===== config.mk =====
export PLATFORM = sky130hd
export DESIGN_NAME = vff_bank
export DESIGN_NICKNAME = d
export VERILOG_FILES = /design/src/design/vff_pkg.sv /design/src/design/vff_bank.sv
export SDC_FILE = /design/constraint.sdc
export NUM_CORES = 2
export LEC_CHECK = 0
export ABC_AREA = 1
export BUFFER_PORTS_ARGS = -buffer_cell sky130_fd_sc_hd__buf_2
export CORE_MARGIN = 1.5
export CORE_UTILIZATION = 45
export DETAILED_ROUTE_END_ITERATION = 6
export PLACE_DENSITY = 0.67
export SYNTH_ARGS = -nofsm -noshare
export SYNTH_HDL_FRONTEND = slang
export SYNTH_SLANG_ARGS = --single-unit

===== constraint.sdc =====
create_clock -name mclk -period 13 [get_ports mclk]
set_clock_uncertainty 0.2 [all_clocks]
set_input_delay 1.95 -clock mclk [delete_from_list [all_inputs] [get_ports mclk]]
set_output_delay 1.95 -clock mclk [all_outputs]
set_load 0.01 [all_outputs]

===== src/design/vff_pkg.sv =====
// package: command codes, reset values, limits and carriers for the fault filter bank
package vff_pkg;
    localparam logic [7:0]  CMD_DEBOUNCE   = 8'hd8;
    localparam logic [7:0]  CMD_GAIN       = 8'hd9;
    localparam logic [7:0]  CMD_OFFSET     = 8'hda;
    localparam logic [7:0]  CMD_MASK       = 8'hdb;
    localparam logic [7:0]  RST_DEBOUNCE   = 8'h00;
    localparam logic [15:0] RST_GAIN       = 16'hba00;
    localparam logic [15:0] RST_OFFSET     = 16'h0000;
    localparam logic [55:0] RST_MASK       = 56'h00000000000000;
    localparam int          CNT_LSB        = 0;
    localparam int          CNT_W          = 4;
    localparam int          MANT_W         = 11;
    localparam int          MASK_BYTES     = 7;
    localparam int          UNUSED_BYTE    = 5;
    // limits as fixed point with 8 fraction bits: 0.1 rounded up, 10, 100
    localparam int          FRAC           = 8;
    localparam logic signed [47:0] GAIN_MIN = 48'sh1a;
    localparam logic signed [47:0] GAIN_MAX = 48'sha00;
    localparam logic signed [47:0] OFS_LIM  = 48'sh6400;

    typedef struct packed {
        logic        wr;
        logic        rd;
        logic [7:0]  cmd;
        logic [55:0] wdata;
    } vff_cmd_s;

    typedef struct packed {
        logic        ack;
        logic        nack;
        logic [55:0] rdata;
    } vff_rsp_s;

    typedef enum logic [1:0] {
        VFF_IDLE   = 2'b00,
        VFF_COUNT  = 2'b01,
        VFF_FAULT  = 2'b11
    } vff_state_e;
endpackage


===== src/design/vff_bank.sv =====
// fault filter, temperature calibration and alert mask bank
// Function
// - fault after N+1 consecutive violations, N=cfg[3:0]
// - reported temperature is raw times stored gain
// - gain write outside 0.1..10 rejected, kept
// - offset added; writes outside +-100 rejected
// - masked fault classes never assert alert pin
// - mask bytes map to status bytes; byte5 unused
// - alert mask clears to zero at reset
`timescale 1ns/1ps
module vff_bank (
    // clock and reset
    input  wire logic              mclk,
    input  wire logic              sys_rst,
    // command port from the transport layer
    input  wire vff_pkg::vff_cmd_s cmd_in,
    output vff_pkg::vff_rsp_s      rsp_out,
    // output voltage comparators, one sample per strobe
    input  wire logic              vout_sample,
    input  wire logic              vout_ov_viol,
    input  wire logic              vout_uv_viol,
    output logic                   vout_fault,
    // temperature path, raw value in degrees with 8 fraction bits
    input  wire logic              temp_valid,
    input  wire logic signed [15:0] temp_raw,
    output logic                   temp_out_valid,
    output logic signed [31:0]     temp_cal,
    // fault status bytes and alert pin
    input  wire logic [55:0]       fault_status,
    output logic                   alert_output_pin
);
    import vff_pkg::*;

    logic [7:0]        output_fault_debounce_cfg_ff;
    logic [15:0]       ext_temp_gain_cal_ff;
    logic [15:0]       ext_temp_offset_cal_ff;
    logic [55:0]       alert_fault_mask_bank_ff;
    logic [CNT_W:0]    viol_cnt_ff;
    logic [CNT_W:0]    nxt_viol_cnt;
    vff_state_e        state_ff;
    vff_state_e        nxt_state;
    logic              gain_ok;
    logic              ofs_ok;
    logic              known_cmd;
    logic [55:0]       eff_status;
    logic signed [63:0] temp_prod;

    // linear-11 to fixed point with FRAC fraction bits
    function automatic logic signed [47:0] lin11_fix(input logic [15:0] v);
        logic signed [4:0]  e;
        logic signed [47:0] m;
        logic signed [6:0]  sh;
        e  = v[15:11];
        m  = 48'(signed'(v[MANT_W-1:0]));
        sh = 7'(e) + 7'(FRAC);
        if (sh >= 0) lin11_fix = m <<< sh;
        else         lin11_fix = m >>> (-sh);
    endfunction

    assign gain_ok = (lin11_fix(cmd_in.wdata[15:0]) >= GAIN_MIN)
                  && (lin11_fix(cmd_in.wdata[15:0]) <= GAIN_MAX);
    assign ofs_ok  = (lin11_fix(cmd_in.wdata[15:0]) >= -OFS_LIM)
                  && (lin11_fix(cmd_in.wdata[15:0]) <= OFS_LIM);
    assign known_cmd = (cmd_in.cmd == CMD_DEBOUNCE) || (cmd_in.cmd == CMD_GAIN)
                    || (cmd_in.cmd == CMD_OFFSET) || (cmd_in.cmd == CMD_MASK);

    // register writes; out-of-range values leave the old setting in place
    always_ff @(posedge mclk or posedge sys_rst) begin
        if (sys_rst) begin
            output_fault_debounce_cfg_ff <= RST_DEBOUNCE;
            ext_temp_gain_cal_ff         <= RST_GAIN;
            ext_temp_offset_cal_ff       <= RST_OFFSET;
            alert_fault_mask_bank_ff     <= RST_MASK;
        end else if (cmd_in.wr) begin
            case (cmd_in.cmd)
                CMD_DEBOUNCE: output_fault_debounce_cfg_ff <= cmd_in.wdata[7:0];
                CMD_GAIN: if (gain_ok) ext_temp_gain_cal_ff <= cmd_in.wdata[15:0];
                CMD_OFFSET: if (ofs_ok) ext_temp_offset_cal_ff <= cmd_in.wdata[15:0];
                CMD_MASK: alert_fault_mask_bank_ff <= cmd_in.wdata;
                default: ;
            endcase
        end
    end

    // response: ack for accepted access, nack for unknown or rejected
    always_ff @(posedge mclk or posedge sys_rst) begin
        if (sys_rst) begin
            rsp_out <= '0;
        end else begin
            rsp_out.ack  <= 1'b0;
            rsp_out.nack <= 1'b0;
            if (cmd_in.wr || cmd_in.rd) begin
                if (!known_cmd) begin
                    rsp_out.nack <= 1'b1;
                end else if (cmd_in.wr && cmd_in.cmd == CMD_GAIN && !gain_ok) begin
                    rsp_out.nack <= 1'b1;
                end else if (cmd_in.wr && cmd_in.cmd == CMD_OFFSET && !ofs_ok) begin
                    rsp_out.nack <= 1'b1;
                end else begin
                    rsp_out.ack <= 1'b1;
                end
            end
            if (cmd_in.rd) begin
                case (cmd_in.cmd)
                    CMD_DEBOUNCE: rsp_out.rdata <= {48'h0, output_fault_debounce_cfg_ff};
                    CMD_GAIN:     rsp_out.rdata <= {40'h0, ext_temp_gain_cal_ff};
                    CMD_OFFSET:   rsp_out.rdata <= {40'h0, ext_temp_offset_cal_ff};
                    CMD_MASK:     rsp_out.rdata <= alert_fault_mask_bank_ff;
                    default:      rsp_out.rdata <= 56'h0;
                endcase
            end
        end
    end

    // violation filter; count saturates at N+1 so a long run stays faulted
    always_comb begin
        nxt_viol_cnt = viol_cnt_ff;
        nxt_state    = state_ff;
        if (vout_sample) begin
            if (vout_ov_viol || vout_uv_viol) begin
                if (viol_cnt_ff <= {1'b0, output_fault_debounce_cfg_ff[CNT_LSB +: CNT_W]})
                    nxt_viol_cnt = viol_cnt_ff + (CNT_W+1)'(1);
            end else begin
                nxt_viol_cnt = '0;
            end
        end
        case (state_ff)
            // n of zero declares on the first violation, skipping the count state
            VFF_IDLE: begin
                if (nxt_viol_cnt > {1'b0, output_fault_debounce_cfg_ff[CNT_LSB +: CNT_W]})
                    nxt_state = VFF_FAULT;
                else if (nxt_viol_cnt != '0)
                    nxt_state = VFF_COUNT;
            end
            VFF_COUNT: begin
                if (nxt_viol_cnt == '0)
                    nxt_state = VFF_IDLE;
                else if (nxt_viol_cnt
                         > {1'b0, output_fault_debounce_cfg_ff[CNT_LSB +: CNT_W]})
                    nxt_state = VFF_FAULT;
            end
            VFF_FAULT: if (nxt_viol_cnt == '0) nxt_state = VFF_IDLE;
            default:   nxt_state = VFF_IDLE;
        endcase
    end

    always_ff @(posedge mclk or posedge sys_rst) begin
        if (sys_rst) begin
            viol_cnt_ff <= '0;
            state_ff    <= VFF_IDLE;
        end else begin
            viol_cnt_ff <= nxt_viol_cnt;
            state_ff    <= nxt_state;
        end
    end

    assign vout_fault = (state_ff == VFF_FAULT);

    // calibrated temperature: raw * gain + offset, 8 fraction bits kept
    // product formed outside the flop so the reset branch holds constants only
    assign temp_prod = (64'(temp_raw) * 64'(lin11_fix(ext_temp_gain_cal_ff))) >>> FRAC;

    always_ff @(posedge mclk or posedge sys_rst) begin
        if (sys_rst) begin
            temp_cal       <= '0;
            temp_out_valid <= 1'b0;
        end else begin
            temp_out_valid <= temp_valid;
            if (temp_valid) begin
                temp_cal <= 32'(temp_prod + 64'(lin11_fix(ext_temp_offset_cal_ff)));
            end
        end
    end

    // alert: unmasked active status bits; the unused byte never alerts
    genvar gb;
    generate
        for (gb = 0; gb < MASK_BYTES; gb++) begin : g_byte
            if (gb == UNUSED_BYTE) begin : g_unused
                assign eff_status[gb*8 +: 8] = 8'h00;
            end else begin : g_used
                assign eff_status[gb*8 +: 8] = fault_status[gb*8 +: 8]
                                             & ~alert_fault_mask_bank_ff[gb*8 +: 8];
            end
        end
    endgenerate

    always_ff @(posedge mclk or posedge sys_rst) begin
        if (sys_rst) alert_output_pin <= 1'b0;
        else         alert_output_pin <= |eff_status;
    end
endmodule


* Yosys cells after proc, flatten, opt, wreduce, memory -nomap -nowiden
Index checks and enable logic that the tools add are counted.
** Cells by class
- Reductions and logical operators :: 22
- Equality and inequality tests :: 9
- $lt $le $gt $ge :: 9
- Multiplexer cells :: 21
- Add/sub/neg operators :: 8
- Shift operators :: 6
- $mul :: 1
- Bitwise gates (word level) :: 12
** Operator list (count)
- 56-bit case mux with 4 select lines :: 1
- 48-bit 2-to-1 mux :: 2
- 11-bit by 7-bit <<< shifter with 48-bit output :: 2
- 11-bit by 7-bit >>> shifter with 48-bit output :: 2
- 32-bit 2-to-1 mux :: 2
- 8-bit bitwise AND :: 6
- 48-bit by 16-bit >= comparator with 1-bit output, second input constant :: 1
- 48-bit by 6-bit >= comparator with 1-bit output, second input constant :: 1
- 48-bit by 13-bit <= comparator with 1-bit output, second input constant :: 1
- 48-bit by 16-bit <= comparator with 1-bit output, second input constant :: 1
- 16-bit by 48-bit multiplier with 40-bit output :: 1
- 8-bit NOT :: 6
- 48-bit OR reduction :: 1
- 32-bit adder :: 1
- 8-bit equality test, second input constant :: 4
- 11-bit by 7-bit <<< shifter with 32-bit output :: 1
- 11-bit by 7-bit >>> shifter with 32-bit output :: 1
- 6-bit negation with 7-bit output :: 3
- 5-bit by 5-bit adder with 6-bit output, second input constant :: 3
- 6-bit by 1-bit >= comparator with 1-bit output, second input constant :: 3
- 5-bit 2-to-1 mux :: 3
- 2-bit 2-to-1 mux :: 6
- 3-bit AND reduction :: 3
- 1-bit logical AND :: 6
- other kinds (15) :: 27
** Word-level totals
- Output and inout port bits :: 93
- Register bits after elaboration :: 195
- Input port bits :: 144
- Word-level logic and storage cells :: 100

* Longest topological paths before layout
- Depth after elaboration :: 12
- Mapped depth :: 59
- Depth with buffers taken out :: 54

* Least setup slack after synthesis
Ideal clock, no wire load.
- Kind :: register -> register
- Start :: register ext_temp_gain_cal_ff[14]
- End :: register temp_cal[21]
- Data required time :: 12.682 ns
- Arrival time :: 8.773 ns
- Library setup time :: 0.118 ns
- Clock period less this slack :: 9.091 ns
- Slack :: 3.909 ns
- Buffers on the path :: 3
- Cell stages (with the launch flop) :: 46
- Cell sequence :: dfrtp_1 buf_2 inv_1 clkbuf_1 ha_1 inv_1 nor2_1 inv_1 o21ai_2 nand3_1 o21ai_0 o21ai_0 nand2_1 clkbuf_1 nand2_1 fa_1 fa_1 fa_1 [10 not listed] a21boi_0 xnor2_1 ha_1 nand2_1 a21oi_1 nor2_1 o21ai_1 a21boi_0 o21ai_1 nand3_1 o21ai_1 a21oi_1 o21ai_2 nand2_1 nand2_1 nand2_1 nand3_1 nand2_1
** Between the ends
- Cells in the longest elaborated chain, start to end :: 6
- Elaborated cells between the ends (all ways) :: 8
- Those cells by class :: add/sub: 3; mul: 1; order compare: 1; shift: 2; mux: 1
** Ends and longest elaborated chain
- from (decl) :: line vff_bank.sv:35 : logic [15:0] ext_temp_gain_cal_ff;
- from (signal assigned) :: line vff_bank.sv:77 : CMD_GAIN: if (gain_ok) ext_temp_gain_cal_ff <= cmd_in.wdata[15:0];
- 5-bit by 5-bit adder with 6-bit output * :: line vff_bank.sv:55 : sh = 7'(e) + 7'(FRAC);
- 6-bit negation with 7-bit output :: line vff_bank.sv:57 : else lin11_fix = m >>> (-sh);
- 11-bit by 7-bit >>> shifter with 48-bit output :: line vff_bank.sv:57
- 48-bit 2-to-1 mux * :: line vff_bank.sv:56 : if (sh >= 0) lin11_fix = m <<< sh;
- 16-bit by 48-bit multiplier with 40-bit output * :: line vff_bank.sv:161 : assign temp_prod = (64'(temp_raw) * 64'(lin11_fix(ext_temp_gain_cal_ff))) >>> FRAC;
- 32-bit adder * :: line vff_bank.sv:170 : temp_cal <= 32'(temp_prod + 64'(lin11_fix(ext_temp_offset_cal_ff)));
- to (signal assigned) :: line vff_bank.sv:170
- to (decl) :: line vff_bank.sv:27 : output logic signed [31:0] temp_cal,
Every way passes the cells marked *; elsewhere a longest branch is shown, timed or not.
A chain may end at the register's enable or synchronous reset.

* Worst setup path after layout
- Start :: register ext_temp_gain_cal_ff[14]
- End :: register temp_cal[28]
Same word-level chain as after synthesis.

==> key figures <==
Global routing
  – Gr usage total: 0.277
  – Vias in the first global route: 28.6k
  – Global-route wire length before repair: 155 mm
  – Grt total ovfl: 0
  – GR Util met1: 0.362
  – GR Util met2: 0.461
  – Largest net degree at the start of global routing: 87
  – Global routing's busiest layer: met2
  – Initial antenna violation count: 13
  – M3 GR Usage: 0.0464

Worst hold path
  – Destination of the worst hold path: rsp_out[54]$_DFFE_PP0P_
  – Hold Crit Start: rsp_out[54]$_DFFE_PP0P_
  – Worst min-delay path class: reg -> reg
  – Min-Delay Path Depth: 2

Synth
  – Post-synth cell types: 74
  – Post-synth ARST share: 1.00
  – EDFF count, synth: 0
  – Syn_nets: 5150
  – Main synth FF type: dfrtp_1
  – Synthesized instance count: 4433
  – Synth Cell Area: 31600 um2
  – Syn avg cell area: 7.13 um2
  – FF+latch count, synth: 195
  – Ys Warns: 0
  – Sequential share of the synthesized area: 0.155

Place
  – Dpl hpwl: 78.0 mm
  – Final RePlAce weighted congestion: 0.980
  – IO Port Bufs: 228

Detailed routing
  – Drt pass-1 iters: 6
  – WL/cell: 17.9 um
  – DRC: 0
  – Via-per-instance ratio: 5.32
  – Final wirelength: 97.8 mm
  – Initial drt markers: 2542
  – Via Count: 29.2k
  – Final ANT Viol Nets: 0

Run status
  – Status: completed

Timing
  – Setup violators final: 0
  – Slew @ Worst Pin: 1.09 ns
  – Fin. max-slew vios: 0
  – Unrepaired setup endpoints after global routing: no
  – Fin Setup TNS: 0 ns
  – Rel. slew slack: 0.267
  – Final min period: 11.34 ns
  – Final period utilization: 0.873
  – Final Hold Vio Count: 0
  – Fmax: 0.0882 GHz

Clocking
  – H-tree depth: 4
  – # Post-CTS Setup Buffers: 0
  – TritonCTS clock tree: built
  – Root Buffer: clkbuf_16
  – Total CTS buffers: 17
  – Worst-skew pair later-pin latency: 0.46 ns
  – Clk buf depth: 2
  – Post-CTS sizing: 0
  – Hold_buf cts: 0
  – Clock-pin slew of the registers on the worst-case setup and hold paths: 0.08 ns
  – Clock sink total: 195

Floorplanning
  – Die area: 71900 um2
  – Starting density of the core: 0.458
  – Die Y: 268 um
  – Core area: 69100 um2
  – Die X: 268 um
  – # rows: 96
  – IO Pins: 237

Critical path
  – Slowest stage cell, crit path: fa_1
  – Reg2reg setup slack: 1.66 ns
  – Reg2reg path depth: 40
  – Critical path required time: 13.09 ns
  – CP endpoint kind: flop
  – RR Startpoint: ext_temp_gain_cal_ff[14]$_DFFE_PP0P_
  – R2r endpoint: temp_cal[28]$_DFFE_PP0P_
  – Delay of the slowest cell on the worst path: 0.56 ns
  – CP Launch Type: flop
  – CP max FO: 23
  – Crit path kind: reg -> reg
  – CP arrival: 11.43 ns

Flow run
  – Max Cap Viol: 0

Layout
  – # fillers: 6995
  – Layout cell share with drive strength beyond 1: 0.0952
  – Final Net Count: 5243
  – Area Overhead vs Synth: 7.37%
## flip-flops by register name, indices dropped and copies added, names as in the netlist
name	cells
alert_fault_mask_bank_ff	56
viol_cnt_ff	5
alert_output_pin	1
temp_out_valid	1
state_ff	2
temp_cal	32
rsp_out	58
ext_temp_gain_cal_ff	16
ext_temp_offset_cal_ff	16
output_fault_debounce_cfg_ff	8
## cells in the mapped netlist (17+ instances only)
master	n	share of area
xor2_1	36	0.010
o31ai_1	19	0.0045
fa_1	416	0.26
nand2_1	1181	0.14
mux2_2	26	0.0093
o21ai_2	27	0.0075
buf_1	18	0.0021
o21ai_1	38	0.0060
ha_1	157	0.062
nand3_1	251	0.040
buf_2	21	0.0033
a21oi_1	172	0.027
dfrtp_1	190	0.15
xnor2_1	17	0.0047
o22ai_1	19	0.0038
nor2_1	361	0.043
nand2_2	28	0.0055
inv_1	843	0.10
nor3_1	21	0.0033
a31oi_1	35	0.0069
clkinv_1	17	0.0020
o21ai_0	217	0.034
clkbuf_1	116	0.014
## cell usage in the layout (no fill, tap or decap), drive strengths merged, types with 8 or more instances in the layout
| cell | synthesis | layout |
|---|---|---|
| o21a | 14 | 14 |
| inv | 853 | 864 |
| o21ai | 282 | 282 |
| clkbuf | 121 | 17 |
| nor2 | 370 | 370 |
| a21o | 8 | 8 |
| a31oi | 35 | 35 |
| mux2 | 26 | 26 |
| diode | 0 | 8 |
| nand4 | 11 | 11 |
| clkinv | 17 | 21 |
| xnor2 | 19 | 19 |
| a221oi | 10 | 10 |
| o31ai | 19 | 19 |
| nor3 | 23 | 23 |
| nor4 | 8 | 8 |
| dfrtp | 190 | 190 |
| nand2 | 1211 | 1211 |
| buf | 54 | 249 |
| a21oi | 174 | 174 |
| or2 | 17 | 17 |
| o211ai | 17 | 17 |
| fa | 416 | 416 |
| o22ai | 19 | 19 |
| a22oi | 9 | 9 |
| xor2 | 37 | 37 |
| nand3 | 258 | 258 |
| ha | 157 | 157 |
## kinds of logic after synthesis
| logic type | count (synthesis) | synth area share |
|---|---|---|
| fa+ha+maj | 573 | 0.326 |
| compound gates | 616 | 0.113 |
| buf+inv | 1045 | 0.129 |
| mux | 31 | 0.0108 |
| flops | 195 | 0.155 |
| xor+xnor | 56 | 0.0166 |
| simple gates | 1917 | 0.250 |
## how the worst max path moves through the flow
| stage | startpoint | endpoint | slack, ns | depth (start not counted) |
|---|---|---|---|---|
| 2_1_floorplan | ext_temp_gain_cal_ff[14]$_DFFE_PP0P_ | temp_cal[21]$_DFFE_PP0P_ | 3.91 | 45 |
| 3_3_place_gp | ext_temp_gain_cal_ff[14]$_DFFE_PP0P_ | temp_cal[30]$_DFFE_PP0P_ | 2.02 | 41 |
| 3_5_place_dp | ext_temp_gain_cal_ff[14]$_DFFE_PP0P_ | temp_cal[30]$_DFFE_PP0P_ | 1.85 | 41 |
| 4_1_cts | ext_temp_gain_cal_ff[14]$_DFFE_PP0P_ | temp_cal[30]$_DFFE_PP0P_ | 1.81 | 41 |
| 5_1_grt | ext_temp_gain_cal_ff[14]$_DFFE_PP0P_ | temp_cal[30]$_DFFE_PP0P_ | 0.92 | 41 |
| 6_report | ext_temp_gain_cal_ff[14]$_DFFE_PP0P_ | temp_cal[28]$_DFFE_PP0P_ | 1.66 | 40 |
## metal layers
layer | vias to the layer above | routed length [um]
met1 | 14080 | 41100
met2 | 1015 | 46700
met3 | 185 | 6450
li1 | 13866 | -
met4 | 10 | 3550
met5 | - | 65
## metrics by stage
step           hold WS (ns)  worst slack (ns)   util  instances  area, um2
2_1_floorplan         0.253              3.91      -       4433      31600
3_3_place_gp          0.258              2.02  0.482       5438      33300
3_5_place_dp          0.260              1.85  0.482       5438      33300
4_1_cts               0.282              1.81  0.491       5470      33900
5_1_grt               0.303             0.922  0.491       5478      33900
6_report              0.280              1.66  0.491       5478      33900
## critical path, delay by kind of cell, from the launching register on
family | cells | cell delay, ns
buffers and inverters | 8 | 1.11
and+or+nand+nor | 11 | 2.65
adders and majority gates | 9 | 4.34
AOI/OAI and AO/OA | 10 | 2.03
xor gates and xnor gates | 2 | 0.47
DFF | 1 | 0.35
## area by class of cell
class,instances,area [um2],area share
clock buffer,17,425,0.0125
multi-input combinational,3193,22700,0.668
clock inverter,15,208,0.00612
timing repair buffer,249,1300,0.0383
inverter,870,3280,0.0965
antenna,8,20.0,0.000590
tap,931,1160,0.0343
sequential,195,4890,0.144
Power is left out: the tool's default activity adds up to more than one toggle a clock period on the data nets, which glitch-free logic cannot reach.
